===== src/logic/ptc_pkg.sv =====
// Constants and types for the pump trigger and configuration block.
// Assumes one 100 MHz clock and a synchronous active-low reset.
package ptc_pkg;

  typedef enum logic [3:0] {
    FALLING_TOGGLE, FALLING_START_RISING_STOP, RISING_TOGGLE,
    LEVEL_FOLLOW, FALLING_START_ONLY, RISING_START_ONLY,
    FALLING_STOP_ONLY, RISING_STOP_ONLY, RUN_ON_LOW, RUN_ON_HIGH,
    HALT_ON_LOW, HALT_ON_HIGH, TRIGGER_DISABLED, EDGE_RAISES_EVENT,
    KEY_RAISES_EVENT
  } ptc_trig_e;

  typedef enum logic [2:0] {
    BAUD_300, BAUD_1200, BAUD_2400, BAUD_9600, BAUD_19200
  } ptc_baud_e;

  typedef enum logic [1:0] {
    COMM_ADDRESS, COMM_OPPOSITE, COMM_TWIN, COMM_ALTERNATE
  } ptc_comm_e;

  // Register offsets
  localparam logic [3:0] REG_SETUP   = 4'h0;
  localparam logic [3:0] REG_NET     = 4'h1;
  localparam logic [3:0] REG_PRGTRIG = 4'h2;
  localparam logic [3:0] REG_STATUS  = 4'h3;
  localparam logic [3:0] REG_CMD     = 4'h4;

  // Setup register fields
  localparam int SETUP_TRIG_LSB = 0;
  localparam int SETUP_DIRTWIN  = 4;
  localparam int SETUP_OUTCFG   = 5;
  localparam int SETUP_ALARM    = 6;
  localparam int SETUP_BEEP     = 7;
  localparam int SETUP_LOCK     = 8;
  localparam int SETUP_LOWNOISE = 9;
  localparam int SETUP_COMM_LSB = 10;
  // Net register fields
  localparam int NET_ADDR_LSB   = 0;
  localparam int NET_BAUD_LSB   = 8;
  // Command register bits (write 1 pulses)
  localparam int CMD_RUN        = 0;
  localparam int CMD_STOP       = 1;
  localparam int CMD_CLR_EVENT  = 2;

  localparam ptc_trig_e RST_TRIG  = FALLING_TOGGLE;
  localparam ptc_baud_e RST_BAUD  = BAUD_19200;
  localparam logic [6:0] RST_ADDR = 7'h00;
  localparam logic [6:0] MAX_ADDR = 7'h63;

  // Debounce settle time
  localparam int DEBOUNCE_US = 5;
  localparam int CLK_MHZ     = 100;
  localparam int DEBOUNCE_CYC = DEBOUNCE_US * CLK_MHZ;
  localparam int DB_W = $clog2(DEBOUNCE_CYC + 1);
  // Beep cadence: single beep length and continuous on/off half period
  localparam int BEEP_MS = 100;
  localparam int BEEP_CYC = BEEP_MS * 1000 * CLK_MHZ;
  localparam int BP_W = $clog2(BEEP_CYC + 1);

endpackage


===== src/logic/ptc_trigger_config.sv =====
// Trigger decode, direction, motor output, lockout, buzzer and
// serial setup holding for the pump controller.
// Assumes inputs synchronous to clk; sequencer supplies program state.
`timescale 1ns/100ps
module ptc_trigger_config #(
  parameter int DEBOUNCE_CYC = ptc_pkg::DEBOUNCE_CYC,
  parameter int BEEP_CYC     = ptc_pkg::BEEP_CYC
) (
  input  wire logic        clk,
  input  wire logic        nrst,
  // Register port
  input  wire logic [3:0]  regAddr,
  input  wire logic [15:0] regWrData,
  input  wire logic        regWrite,
  input  wire logic        regRead,
  output logic      [15:0] regRdData,
  // Link pins
  input  wire logic        trigIn,
  input  wire logic        dirIn,
  input  wire logic        lockKeyPresent_n,
  output logic             motorOperating,
  output logic             buzzer,
  // Keypad
  input  wire logic        keyPress,
  input  wire logic        keyStartStop,
  input  wire logic        keySetting,
  output logic             keySettingAllowed,
  // Sequencer side
  input  wire logic        motorPumping,
  input  wire logic        pauseTimer,
  input  wire logic        programEnded,
  input  wire logic        waitStartTrig,
  input  wire logic        alarmCond,
  input  wire logic        progTrigWrite,
  input  wire logic [3:0]  progTrigMode,
  output logic             runProgram,
  output logic             programEvent,
  output logic             dirWithdraw,
  // Secondary pump forwarding
  output logic             secRun,
  output logic             secWithdraw,
  output logic             secStartPulse
);

  typedef struct packed {
    logic [15:0]         rdData;
    logic [3:0]          trig;
    logic                dirTwin;
    logic                outCfg;
    logic                alarmEn;
    logic                beepEn;
    logic                lockEn;
    logic                lowNoise;
    ptc_pkg::ptc_comm_e  comm;
    logic [6:0]          addr;
    ptc_pkg::ptc_baud_e  baud;
    logic                trigSync1;
    logic                trigSync2;
    logic                trigStable;
    logic [15:0]         trigCnt;
    logic                dirSync1;
    logic                dirSync2;
    logic                dirStable;
    logic [15:0]         dirCnt;
    logic                run;
    logic                withdraw;
    logic                event_;
    logic                alarmLatched;
    logic                alarmSilenced;
    logic [31:0]         beepCnt;
    logic                beepSingle;
    logic                beepPhase;
    logic                secStart;
  } ptc_state_s;

  ptc_state_s st;
  ptc_state_s next_st;

  //////////////////////////////////////////////////////////////////////////
  logic trigFall;
  logic trigRise;
  logic dirFall;
  logic dirRise;
  logic wrSetup;
  logic wrNet;
  logic wrCmd;
  logic keyEventMode;

  always_comb begin
    logic startReq;
    logic stopReq;
    logic toggleReq;
    startReq  = 1'b0;
    stopReq   = 1'b0;
    toggleReq = 1'b0;
    next_st   = st;
    next_st.secStart = 1'b0;

    wrSetup = regWrite && regAddr == ptc_pkg::REG_SETUP;
    wrNet   = regWrite && regAddr == ptc_pkg::REG_NET;
    wrCmd   = regWrite && regAddr == ptc_pkg::REG_CMD;

    // Two-flop sync, then a hold-off counter filters contact bounce
    next_st.trigSync1 = trigIn;
    next_st.trigSync2 = st.trigSync1;
    next_st.dirSync1  = dirIn;
    next_st.dirSync2  = st.dirSync1;
    if (st.trigSync2 == st.trigStable) begin
      next_st.trigCnt = '0;
    end else if (st.trigCnt >= 16'(DEBOUNCE_CYC - 1)) begin
      next_st.trigCnt    = '0;
      next_st.trigStable = st.trigSync2;
    end else begin
      next_st.trigCnt = st.trigCnt + 16'h0001;
    end
    if (st.dirSync2 == st.dirStable) begin
      next_st.dirCnt = '0;
    end else if (st.dirCnt >= 16'(DEBOUNCE_CYC - 1)) begin
      next_st.dirCnt    = '0;
      next_st.dirStable = st.dirSync2;
    end else begin
      next_st.dirCnt = st.dirCnt + 16'h0001;
    end
    trigFall = st.trigStable && !next_st.trigStable;
    trigRise = !st.trigStable && next_st.trigStable;
    dirFall  = st.dirStable && !next_st.dirStable;
    dirRise  = !st.dirStable && next_st.dirStable;

    // Trigger decode
    unique case (ptc_pkg::ptc_trig_e'(st.trig))
      ptc_pkg::FALLING_TOGGLE:            toggleReq = trigFall;
      ptc_pkg::FALLING_START_RISING_STOP: begin
        startReq = trigFall;
        stopReq  = trigRise;
      end
      ptc_pkg::RISING_TOGGLE:             toggleReq = trigRise;
      ptc_pkg::LEVEL_FOLLOW: begin
        stopReq  = trigFall;
        startReq = trigRise;
      end
      ptc_pkg::FALLING_START_ONLY:        startReq = trigFall;
      ptc_pkg::RISING_START_ONLY:         startReq = trigRise;
      ptc_pkg::FALLING_STOP_ONLY:         stopReq  = trigFall;
      ptc_pkg::RISING_STOP_ONLY:          stopReq  = trigRise;
      ptc_pkg::RUN_ON_LOW:                startReq = !st.trigStable;
      ptc_pkg::RUN_ON_HIGH:               startReq = st.trigStable;
      ptc_pkg::HALT_ON_LOW:               stopReq  = !st.trigStable;
      ptc_pkg::HALT_ON_HIGH:              stopReq  = st.trigStable;
      ptc_pkg::TRIGGER_DISABLED:          ;
      ptc_pkg::EDGE_RAISES_EVENT: begin
        if (trigFall || trigRise) next_st.event_ = 1'b1;
      end
      ptc_pkg::KEY_RAISES_EVENT:          ;
      default:                            ;
    endcase

    keyEventMode = st.trig == 4'(ptc_pkg::KEY_RAISES_EVENT);
    if (keyStartStop && st.run && keyEventMode) begin
      next_st.event_ = 1'b1;
    end else if (keyStartStop) begin
      toggleReq = toggleReq ^ 1'b1;
    end
    if (wrCmd && regWrData[ptc_pkg::CMD_RUN])  startReq = 1'b1;
    if (wrCmd && regWrData[ptc_pkg::CMD_STOP]) stopReq  = 1'b1;
    // Event set wins over a same-cycle clear
    if (wrCmd && regWrData[ptc_pkg::CMD_CLR_EVENT] &&
        !(st.trig == 4'(ptc_pkg::EDGE_RAISES_EVENT) &&
          (trigFall || trigRise)) &&
        !(keyStartStop && st.run && keyEventMode)) begin
      next_st.event_ = 1'b0;
    end

    // Stop wins when start and stop collide
    if (stopReq) begin
      next_st.run = 1'b0;
    end else if (startReq) begin
      next_st.run = 1'b1;
    end else if (toggleReq) begin
      next_st.run = !st.run;
    end
    if (programEnded) next_st.run = 1'b0;

    // Program-only modes accepted only while running
    if (progTrigWrite && progTrigMode <= 4'(ptc_pkg::KEY_RAISES_EVENT) &&
        (st.run || progTrigMode < 4'(ptc_pkg::EDGE_RAISES_EVENT))) begin
      next_st.trig = progTrigMode;
    end

    if (dirFall) next_st.withdraw = st.dirTwin;
    if (dirRise) next_st.withdraw = !st.dirTwin;

    if (st.run && !next_st.run && st.comm == ptc_pkg::COMM_ALTERNATE) begin
      next_st.secStart = 1'b1;
    end

    // Alarm: steady tone until a key press silences it
    if (alarmCond && !st.alarmLatched) begin
      next_st.alarmLatched  = 1'b1;
      next_st.alarmSilenced = 1'b0;
    end else if (!alarmCond) begin
      next_st.alarmLatched = 1'b0;
    end
    if (keyPress && st.alarmLatched) next_st.alarmSilenced = 1'b1;

    // Beep timing: one shared counter for single and continuous
    if (keyPress && st.beepEn) begin
      next_st.beepSingle = 1'b1;
      next_st.beepCnt    = '0;
    end else if (st.beepCnt >= 32'(BEEP_CYC - 1)) begin
      next_st.beepCnt    = '0;
      next_st.beepSingle = 1'b0;
      next_st.beepPhase  = !st.beepPhase;
    end else begin
      next_st.beepCnt = st.beepCnt + 32'h0000_0001;
    end

    // Register writes; settings from the bus ignore lockout
    if (wrSetup) begin
      // Program-only modes cannot become the stored default
      if (regWrData[ptc_pkg::SETUP_TRIG_LSB +: 4] <
          4'(ptc_pkg::EDGE_RAISES_EVENT)) begin
        next_st.trig = regWrData[ptc_pkg::SETUP_TRIG_LSB +: 4];
      end
      next_st.dirTwin  = regWrData[ptc_pkg::SETUP_DIRTWIN];
      next_st.outCfg   = regWrData[ptc_pkg::SETUP_OUTCFG];
      next_st.alarmEn  = regWrData[ptc_pkg::SETUP_ALARM];
      next_st.beepEn   = regWrData[ptc_pkg::SETUP_BEEP];
      next_st.lockEn   = regWrData[ptc_pkg::SETUP_LOCK];
      next_st.lowNoise = regWrData[ptc_pkg::SETUP_LOWNOISE];
      next_st.comm     = ptc_pkg::ptc_comm_e'(
                           regWrData[ptc_pkg::SETUP_COMM_LSB +: 2]);
    end
    if (wrNet) begin
      if (regWrData[ptc_pkg::NET_ADDR_LSB +: 7] <= ptc_pkg::MAX_ADDR) begin
        next_st.addr = regWrData[ptc_pkg::NET_ADDR_LSB +: 7];
      end
      if (regWrData[ptc_pkg::NET_BAUD_LSB +: 3] <= 3'(ptc_pkg::BAUD_19200))
      begin
        next_st.baud = ptc_pkg::ptc_baud_e'(
                         regWrData[ptc_pkg::NET_BAUD_LSB +: 3]);
      end
    end

    next_st.rdData = 16'h0000;
    if (regRead) begin
      unique case (regAddr)
        ptc_pkg::REG_SETUP:   next_st.rdData = {4'h0, st.comm, st.lowNoise,
          st.lockEn, st.beepEn, st.alarmEn, st.outCfg, st.dirTwin, st.trig};
        ptc_pkg::REG_NET:     next_st.rdData = {5'h00, st.baud, 1'b0,
                                                st.addr};
        ptc_pkg::REG_STATUS:  next_st.rdData = {8'h00, st.trigStable,
          st.dirStable, !lockKeyPresent_n, st.alarmLatched, st.event_,
          st.withdraw, st.run, 1'b0};
        ptc_pkg::REG_PRGTRIG: next_st.rdData = {12'h000, st.trig};
        default:              next_st.rdData = 16'h0000;
      endcase
    end
  end

  //////////////////////////////////////////////////////////////////////////
  always_ff @(posedge clk) begin
    if (!nrst) begin
      st       <= '0;
      st.trig  <= 4'(ptc_pkg::RST_TRIG);
      st.addr  <= ptc_pkg::RST_ADDR;
      st.baud  <= ptc_pkg::RST_BAUD;
      st.comm  <= ptc_pkg::COMM_ADDRESS;
      st.trigStable <= 1'b1;
      st.trigSync1  <= 1'b1;
      st.trigSync2  <= 1'b1;
      st.dirStable  <= 1'b1;
      st.dirSync1   <= 1'b1;
      st.dirSync2   <= 1'b1;
    end else begin
      st <= next_st;
    end
  end

  //////////////////////////////////////////////////////////////////////////
  assign regRdData    = st.rdData;
  assign runProgram   = st.run;
  assign programEvent = st.event_;
  assign dirWithdraw  = st.withdraw;
  assign motorOperating = motorPumping ||
                          (st.outCfg && pauseTimer && st.run);
  // Key plug grounds the pin, so low means present
  assign keySettingAllowed = keySetting &&
                             (!st.lockEn || !lockKeyPresent_n);
  assign buzzer = (st.alarmEn && st.alarmLatched && !st.alarmSilenced) ||
                  (st.beepEn && st.beepSingle) ||
                  (st.beepEn && (programEnded || waitStartTrig) &&
                   st.beepPhase);
  assign secRun = (st.comm == ptc_pkg::COMM_OPPOSITE ||
                   st.comm == ptc_pkg::COMM_TWIN) && st.run;
  assign secWithdraw = (st.comm == ptc_pkg::COMM_OPPOSITE) ?
                       !st.withdraw : st.withdraw;
  assign secStartPulse = st.secStart;

endmodule


===== config.mk =====
export PLATFORM = sky130hd
export DESIGN_NAME = ptc_trigger_config
export DESIGN_NICKNAME = d
export VERILOG_FILES = /design/src/logic/ptc_pkg.sv /design/src/logic/ptc_trigger_config.sv
export SDC_FILE = /design/constraint.sdc
export NUM_CORES = 1
export LEC_CHECK = 0
export BUFFER_PORTS_ARGS = -buffer_cell sky130_fd_sc_hd__buf_2
export CAP_MARGIN = 10
export CORE_ASPECT_RATIO = 0.8
export CORE_MARGIN = 2
export CORE_UTILIZATION = 57
export DETAILED_ROUTE_END_ITERATION = 8
export GPL_TIMING_DRIVEN = 0
export PLACE_DENSITY = 0.86
export SYNTH_ARGS = -nofsm -noshare
export SYNTH_HDL_FRONTEND = slang
export SYNTH_SLANG_ARGS = --single-unit

===== constraint.sdc =====
create_clock -name clk -period 2.82 [get_ports clk]
set_input_delay 0.141 -clock clk [delete_from_list [all_inputs] [get_ports clk]]
set_output_delay 0.141 -clock clk [all_outputs]
set_load 0.05 [all_outputs]

* Word-level counts from Yosys, hierarchy flattened
Index checks and enable logic that the tools add are counted.
Storage, ports and cells: memories 0, RAM bits 0, logic and storage cells 171, bits in registers 116, input port bits 40, output and inout bits 25, ROM bits 0, bits in latches 0
Operators by class: bitwise operators 3, add/sub/neg operators 3, shifts and indexed selects 0, magnitude comparators 8, reduce and logical (&&, ||, !) cells 74, equal/unequal tests 23, div/mod/pow operators 0, multiply operators 0, multiplexer cells 32
Operators by type and width (count):
- case mux 12 bit (4 select lines) | 1
- adder 16 x 1 -> 16 bit, second input constant | 2
- adder 32 x 1 -> 32 bit, second input constant | 1
- greater-or-equal comparator 16 x 9 -> 1 bit, second input constant | 2
- greater-or-equal comparator 32 x 24 -> 1 bit, second input constant | 1
- logical AND 1 bit | 31
- equality test 4 bit, second input constant | 6
- 2-to-1 mux 1 bit | 24
- equality test 4 x 3 -> 1 bit, second input constant | 5
- equality test 4 x 2 -> 1 bit, second input constant | 4
- zero test 1 bit | 15
- 2-to-1 mux 12 bit | 1
- AND reduction 2 bit | 5
- nonzero test 2 bit | 5
- OR reduction 2 bit | 5
- OR reduction 3 bit | 3
- equality test 4 x 1 -> 1 bit, second input constant | 2
- zero test 4 bit | 2
- logical OR 1 bit | 8
- < comparator 4 bit, second input constant | 2
- 2-to-1 mux 4 bit | 2
- case mux 1 bit (4 select lines) | 2
- <= comparator 7 bit, second input constant | 1
- equality test 2 bit, second input constant | 2
- other kinds (8) | 11

* Depth between registers and ports, before layout
Gate-level depths: netlist of run 1.
word-level depth 17, mapped depth 11, mapped depth without buffers 11

* Worst setup path before layout of run 1
Ideal clock, no wire load.
path kind register -> register, start point register st[59] in the netlist's numbering, end point register st, in the netlist runProgram, stages on the path, launching flop included 11, path buffers 0, path slack 0.468 ns, data required time 2.761 ns, period minus slack after synthesis 2.352 ns, library setup time 0.059 ns, data arrival time 2.293 ns, cell sequence dfxtp_1 -> ha_1 -> o311ai_0 -> nand3_1 -> mux2i_1 -> ha_1 -> mux2i_1 -> mux2_2 -> o32a_1 -> a31oi_1 -> and2_1
On the way: cells in the longest elaborated chain, start to end 13, elaborated cells on any way between the ends 18, those cells by class order compare: 1; mux: 13; bitwise: 1; reduce/logical: 3
RTL lines:
- start, declared | RTL line ptc_trigger_config.sv:76 | ptc_state_s st;
- start signal, assigned | RTL line ptc_trigger_config.sv:275 | st <= next_st;
- greater-or-equal comparator 16 x 9 -> 1 bit * | RTL line ptc_trigger_config.sv:110 | end else if (st.trigCnt >= 16'(DEBOUNCE_CYC - 1)) begin
- 2-to-1 mux 1 bit * | RTL line ptc_trigger_config.sv:110
- 2-to-1 mux 1 bit * | RTL line ptc_trigger_config.sv:108 | if (st.trigSync2 == st.trigStable) begin
- zero test 1 bit | RTL line ptc_trigger_config.sv:124 | trigFall = st.trigStable && !next_st.trigStable;
- logical AND 1 bit | RTL line ptc_trigger_config.sv:124
- case mux 1 bit (2 select lines) | RTL line ptc_trigger_config.sv:130 | unique case (ptc_pkg::ptc_trig_e'(st.trig))
- inverter 1 bit (no line)
- 2-to-1 mux 1 bit | RTL line ptc_trigger_config.sv:160 | end else if (keyStartStop) begin
- 2-to-1 mux 1 bit | RTL line ptc_trigger_config.sv:158 | if (keyStartStop && st.run && keyEventMode) begin
- 2-to-1 mux 1 bit | RTL line ptc_trigger_config.sv:178 | end else if (toggleReq) begin
- 2-to-1 mux 1 bit | RTL line ptc_trigger_config.sv:176 | end else if (startReq) begin
- 2-to-1 mux 1 bit * | RTL line ptc_trigger_config.sv:174 | if (stopReq) begin
- 2-to-1 mux 1 bit * | RTL line ptc_trigger_config.sv:181 | if (programEnded) next_st.run = 1'b0;
Mark *: on every way between the ends. The rest lies on a longest branch, timed or not. A chain may end at the register's enable or synchronous reset.

* Final worst setup path of run 1
Same ends and word-level chain as after synthesis.

==> results_dict.tcl, run 1 <==
set metrics [dict create \
    power.ir.vdd_worst_mv 0.3316 \
    synthesis.area_per_instance_um2 9.205 \
    floorplan.die.width_um 106.6 \
    final_hold_fails 0 \
    drt_wl_total_um 10190 \
    starting_density_of_the_core 0.5954 \
    tritoncts.num_buffers 9 \
    drv_slew 0 \
    worst-setup-path-type "reg -> reg" \
    coreArea_mm2 0.008055 \
    total_die_area_mm2 0.009168 \
    synth_top_flop_cell "sky130_fd_sc_hd__dfxtp_1" \
    max_cap_violations 0 \
    grt_pass1_vias 3854 \
    setup_viol 0 \
    drc_errors 0 \
    number_of_port_buffers 56 \
    area_occupied_by_multi_input_gates_mm2 0.002331 \
    worstReg2RegEnd "runProgram" \
    place_inst 710 \
    reg2reg_slack_ns 0.22 \
    worst_setup_path_end_kind "flip-flop" \
    hold-path-cell-count 3 \
    grtUsageTotal 0.2334 \
    post_drt_wl_per_cell_um 13.94 \
    ys_async_sr_fraction 0 \
    cts-root-to-sink-buffers 2 \
    timing.hold.worst.class "in -> reg" \
    hold_slack_ns 0.03326 \
    area.growth.synth_to_final_pct 15.58 \
    yosys_warnings 0 \
    worst_slew_pin_slew_ns 0.5854 \
    first_pass_iters 5 \
    total_power_mw 2.733 \
    synth.distinct_cells 61 \
    timing.rr.start "st[59]" \
    period_minus_slack_ns 2.600 \
    antenna_violations_before_repair 0 \
    synthesis.area_mm2 0.004796 \
    ys_seq_elements 112 \
    timing.setup.tns_ns 0 \
    fin_cells 731 \
    cts.sink_count 112 \
    tritoncts "built" \
    io_pins 65 \
    timing.hold.worst.start "regWrData[7]" \
    dpl.hpwl_um 7583 \
    critPathMaxFanout 4 \
    post_cts_buffers 0 \
    layout-drive-gt1-share 0.1881 \
    reg2reg_depth 10 \
    drt_iter0_markers 181 \
    worstHoldEndpoint "st[92]" \
    synth_sequential_area_ratio 0.4675 \
    grt_start_max_net_pins 21 \
    final_weighted_congestion_in_routability_driven_placement 0.8948 \
    cts-root-buf "sky130_fd_sc_hd__clkbuf_8" \
    detail-route-antenna-nets 0 \
    crit_path_start_kind "flip-flop" \
    vias_per_cell 5.462 \
    final_nets 665 \
    achievable-frequency_mhz 384.6 \
    tcrit_tclk_final 0.9220 \
    unrepaired_setup_endpoints_after_global_routing "no" \
    synth-edff-count 0 \
    core.rowCount 29 \
    worst-endpoint-arrival_ns 2.93 \
    power.density_cell_area_mw_per_mm2 493.0 \
    fillerInstances 671 \
    clock_latency_ns 0.37 \
    maximum_level_of_the_cts_h_tree 3 \
    power_leakage_nw 2.195 \
    crit_required_ns 3.15 \
    grt_overflow_total 0 \
    area_taken_by_flip_flops_and_latches_mm2 0.002242 \
    run_status "completed" \
    synthesis.instances 521 \
    worst_clk_skew_ns 0.01236 \
    grt_pass1_wl_um 17090 \
    slew-limit-headroom 0.6061 \
    floorplan.die.height_um 86.04 \
    dr_total_vias 3993 \
    path_clk_slew_ns 0.11 \
]
stage by stage:
step	setup WS, ns	util	cell area, um^2
2_1_floorplan	0.4679	-	4890
3_3_place_gp	0.1075	0.6586	5305
3_5_place_dp	0.01158	0.6586	5305
4_1_cts	0.02187	0.6870	5534
5_1_grt	0.02049	0.6878	5540
6_report	0.2200	0.6881	5543
synth_stat cells (4+ instances only):
master	n	area [um^2]
sky130_fd_sc_hd__and3_1	6	37.54
sky130_fd_sc_hd__and2_1	5	31.28
sky130_fd_sc_hd__clkbuf_1	12	45.04
sky130_fd_sc_hd__nor4_1	9	56.30
sky130_fd_sc_hd__xor2_1	21	183.9
sky130_fd_sc_hd__buf_4	17	127.6
sky130_fd_sc_hd__xnor2_1	20	175.2
sky130_fd_sc_hd__and4_1	4	35.03
sky130_fd_sc_hd__nand4_1	17	106.4
sky130_fd_sc_hd__inv_1	16	60.06
sky130_fd_sc_hd__nand2b_1	7	43.79
sky130_fd_sc_hd__nor2_1	50	187.7
sky130_fd_sc_hd__nand2_1	35	131.4
sky130_fd_sc_hd__ha_1	8	100.1
sky130_fd_sc_hd__o21ai_0	16	80.08
sky130_fd_sc_hd__nor3_1	29	145.1
sky130_fd_sc_hd__a21oi_1	23	115.1
sky130_fd_sc_hd__buf_2	4	20.02
sky130_fd_sc_hd__dfxtp_1	112	2242
sky130_fd_sc_hd__mux2i_1	21	210.2
sky130_fd_sc_hd__a31oi_1	5	31.28
sky130_fd_sc_hd__nand3_1	27	135.1
cells in the final DEF, fill, tap and decap left out, types with 4 or more instances in the layout:
cell type / synthesis / final
sky130_fd_sc_hd__and2_1: 5 / 5
sky130_fd_sc_hd__nand3_1: 27 / 27
sky130_fd_sc_hd__conb_1: 1 / 26
sky130_fd_sc_hd__ha_1: 8 / 8
sky130_fd_sc_hd__and4_1: 4 / 4
sky130_fd_sc_hd__xnor2_1: 20 / 20
sky130_fd_sc_hd__buf_4: 17 / 17
sky130_fd_sc_hd__buf_2: 4 / 60
sky130_fd_sc_hd__clkbuf_8: 1 / 10
sky130_fd_sc_hd__and3_1: 6 / 6
sky130_fd_sc_hd__inv_1: 16 / 16
sky130_fd_sc_hd__dfxtp_1: 112 / 112
sky130_fd_sc_hd__nand2b_1: 7 / 7
sky130_fd_sc_hd__xor2_1: 21 / 21
sky130_fd_sc_hd__nor3_1: 29 / 29
sky130_fd_sc_hd__dlygate4sd3_1: 0 / 4
sky130_fd_sc_hd__nand2_1: 35 / 35
sky130_fd_sc_hd__mux2i_1: 21 / 20
sky130_fd_sc_hd__a21oi_1: 23 / 23
sky130_fd_sc_hd__a31oi_1: 5 / 4
sky130_fd_sc_hd__nor2_1: 50 / 50
sky130_fd_sc_hd__clkbuf_1: 12 / 12
sky130_fd_sc_hd__nor4_1: 9 / 9
sky130_fd_sc_hd__nand4_1: 17 / 17
sky130_fd_sc_hd__o21ai_0: 16 / 16
registers in the layout (all words and copies together), names as in the netlist:
name           flops
next_st            2
programEvent       1
secStartPulse      1
dirWithdraw        1
runProgram         1
regRdData         12
st                94
routing by layer:
layer  part of all wire  GRT usage
met5                  0          0
met2               0.49     0.4033
met3              0.068    0.05243
met1               0.43     0.2790
met4              0.018     0.1074
report_power, final:
group          internal, mW  switching (mW)
combinational        0.0803           0.128
clock                 0.339           0.555
sequential             1.61          0.0169
cell families after synthesis:
logic type | count (synthesis) | share of synthesized area
simple gates | 209 | 0.2246
flops | 112 | 0.4675
fa+ha+maj | 9 | 0.02296
xor+xnor | 41 | 0.07488
other cells | 1 | 0.0007819
mux | 23 | 0.04853
buf+inv | 58 | 0.06809
compound gates | 68 | 0.09262
how the worst max path moves through the flow:
stage,start,endpoint,slack [ns],depth (start not counted)
2_1_floorplan,st[59],runProgram,0.47,10
3_3_place_gp,st[59],runProgram,0.11,10
3_5_place_dp,st[59],runProgram,0.01,10
4_1_cts,st[59],runProgram,0.02,10
5_1_grt,st[59],runProgram,0.02,11
6_report,st[59],runProgram,0.22,10
critical path: stages, from the launching register on:
cell                       delay, ns
sky130_fd_sc_hd__dfxtp_1        0.35
sky130_fd_sc_hd__ha_1           0.24
sky130_fd_sc_hd__o311ai_1       0.27
sky130_fd_sc_hd__nand3_1        0.17
sky130_fd_sc_hd__mux2i_2        0.26
sky130_fd_sc_hd__ha_1           0.24
sky130_fd_sc_hd__mux2i_1        0.08
sky130_fd_sc_hd__mux2_2         0.27
sky130_fd_sc_hd__o32a_1         0.30
sky130_fd_sc_hd__a31oi_2        0.23
sky130_fd_sc_hd__and2_1         0.15
cell type report:
type                            count  share of cell area
Tap cell                          108             0.02438
Clock buffer                        9             0.02235
Clock inverter                      7             0.01106
Inverter                           16             0.01084
Buffer                             42             0.04808
Antenna cell                        1           0.0004515
Timing Repair Buffer               60             0.05779
Sequential cell                   112              0.4045
Multi-Input combinational cell    376              0.4205
repair_timing:
action / in CTS / in global routing
hold endpoints to repair: 4 / 0
endpoints found under the setup margin: 1 / 2
pin swaps: 0 / 1
resized for setup: 1 / 2
hold buffers: 4 / 0
Note: power is estimated with default switching activity, not from simulation.
==> run 2: changes to the inputs <==
CORE_UTILIZATION = 55   (was 57)
PLACE_DENSITY = 0.84   (was 0.86)
REMOVE_ABC_BUFFERS = 1   (was default)
==> results_dict.tcl, run 2 (synthesis gave the netlist of run 1 again) <==
set metrics [dict create \
    run_status "completed" \
    n_antenna_cell 0 \
    grt_pass1_wl_um 15880 \
    achievable-frequency_mhz 380.5 \
    period_minus_slack_ns 2.628 \
    place_inst 672 \
    floorplan.die.height_um 87.52 \
    cp_common_cell "sky130_fd_sc_hd__ha_1" \
    cp_num_cells 10 \
    first_pass_iters 5 \
    hold-path-cell-count 3 \
    layout-drive-gt1-share 0.1569 \
    groute.layer.met3.usage 0.05684 \
    maximum_level_of_the_cts_h_tree 3 \
    floorplan.die.width_um 108.4 \
    final_cell_mix "sky130_fd_sc_hd__dfxtp_1 (112), sky130_fd_sc_hd__buf_2 (57), sky130_fd_sc_hd__nor2_1 (50)" \
    pre_cts_slack_ns 0.01839 \
    tritoncts "built" \
    grtUsageTotal 0.2122 \
    final_weighted_congestion_in_routability_driven_placement 0.9003 \
    grt_overflow_total 0 \
    antenna_violations_before_repair 0 \
    final_nets 623 \
    tcrit_tclk_final 0.9320 \
    final.setup.worst_slack_ns 0.1918 \
    detail-route-antenna-nets 0 \
    worst_clk_skew_ns 0.01752 \
    drt_iter0_markers 230 \
    final_hold_fails 0 \
    starting_density_of_the_core 0.5653 \
    worst-endpoint-arrival_ns 2.95 \
    largest_register "st" \
    postLayoutCoreUtil 0.6230 \
    hold_slack_ns 0.01407 \
    power_leakage_nw 2.021 \
    fin_cells 692 \
    slew-limit-headroom 0.4136 \
    maximum_cell_stage_delay_along_the_critical_path_ns 0.35 \
    cts-root-buf "sky130_fd_sc_hd__clkbuf_8" \
    path_clk_slew_ns 0.10 \
    critical-path-top-delay-family "compound AO/OA/AOI/OAI gates" \
    layout.cells.most_common "sky130_fd_sc_hd__dfxtp_1" \
    max_ffs_per_register 94 \
    tritoncts.num_buffers 9 \
    grt-busiest-layer "met2" \
    power.density_cell_area_mw_per_mm2 513.5 \
    worst-setup-path-type "reg -> reg" \
    cts-root-to-sink-buffers 2 \
    dr_total_vias 3795 \
    grt_pass1_vias 3595 \
    core.rowCount 30 \
    power.ir.vdd_worst_mv 0.4512 \
    met1_usage 0.2693 \
    reg2reg_depth 10 \
    post_drt_wl_per_cell_um 14.04 \
    drv_slew 0 \
    path_cells "ha_1 > o311ai_2 > nand3_1 > mux2i_2 > ha_1 > mux2i_1 > mux2_2 > o32a_1 > a31oi_2 > and2_1" \
    unrepaired_setup_endpoints_after_global_routing "no" \
    grt_start_max_net_pins 26 \
    cts.sink_count 112 \
    number_of_port_buffers 56 \
    critPathMaxFanout 4 \
    dpl.hpwl_um 6954 \
    coreArea_mm2 0.008483 \
    io_pins 65 \
    critPathBufInv 0 \
    clock_latency_ns 0.38 \
    timing.setup.tns_ns 0 \
    drt_wl_total_um 9719 \
    timing.hold.worst.class "in -> reg" \
    area.growth.synth_to_final_pct 10.20 \
    worst_setup_path_end_kind "flip-flop" \
    total_die_area_mm2 0.009487 \
    worst_slew_pin_slew_ns 0.8763 \
    vias_per_cell 5.484 \
    max_cap_violations 0 \
    setup_viol 0 \
    drc_errors 0 \
    crit_required_ns 3.14 \
    crit_path_start_kind "flip-flop" \
    worst_path_max_delay_cell "sky130_fd_sc_hd__dfxtp_1" \
    gr-usage-met2 0.3443 \
]
## run 2: cell count changes in the layout (fill, tap and decap cells not counted), moves of 2 or more
cell | previous run | this run
sky130_fd_sc_hd__inv_8 | 2 | 0
sky130_fd_sc_hd__buf_6 | 3 | 0
sky130_fd_sc_hd__buf_2 | 60 | 57
sky130_fd_sc_hd__clkbuf_1 | 12 | 0
sky130_fd_sc_hd__inv_6 | 1 | 3
sky130_fd_sc_hd__clkbuf_2 | 3 | 0
sky130_fd_sc_hd__buf_4 | 17 | 0
## run 2: final cells by class
type / instances / area, um^2
fillers: 692 / 3198
multi-input cells: 376 / 2341
flip-flops and latches: 112 / 2242
repair buffers: 60 / 315.3
well taps: 112 / 140.1
clock buffers: 10 / 137.6
inverters: 16 / 60.06
clock inverters: 6 / 48.80
## run 2: per-stage QoR
| step | cell area [um^2] | total power [mW] |
|---|---|---|
| 2_1_floorplan | 4623 | 1.774 |
| 3_3_place_gp | 5044 | 1.840 |
| 3_5_place_dp | 5044 | 1.848 |
| 4_1_cts | 5270 | 2.741 |
| 5_1_grt | 5285 | 2.828 |
| 6_report | 5285 | 2.714 |
## run 2: what timing repair did
action                     4_1_cts  5_1_grt
pin swaps                        0        1
hold endpoints to repair         3        0
setup endpoints to repair        1        2
hold buffers                     3        0
setup buffers                    0        0
gates resized for setup          2        3
## run 2: metal layers
layer / up-vias / part of all wire
met5: - / 0
met4: 0 / 0.025
met3: 27 / 0.063
met2: 138 / 0.47
met1: 1746 / 0.44
li1: 1884 / -
## run 2: power breakdown
| group | switching, mW | total, mW | internal [mW] | leakage [nW] |
|---|---|---|---|---|
| combinational | 0.114 | 0.181 | 0.0667 | 1.01 |
| sequential | 0.0266 | 1.64 | 1.61 | 0.914 |
| clock | 0.536 | 0.893 | 0.357 | 0.0976 |
## run 2: path summary, 6_finish.rpt
kind                                   from  slack [ns]          to
worst max-delay path                 st[59]        0.19  runProgram
worst min-delay path              alarmCond        0.01      st[36]
worst max register to register       st[59]        0.19  runProgram
worst min register to register  next_st[57]        0.40      st[57]
## run 2: tightest hold or removal path, cell delays in order
cell and delay [ns]:
sky130_fd_sc_hd__buf_2 0.10, sky130_fd_sc_hd__inv_1 0.06, sky130_fd_sc_hd__nor2_1 0.04
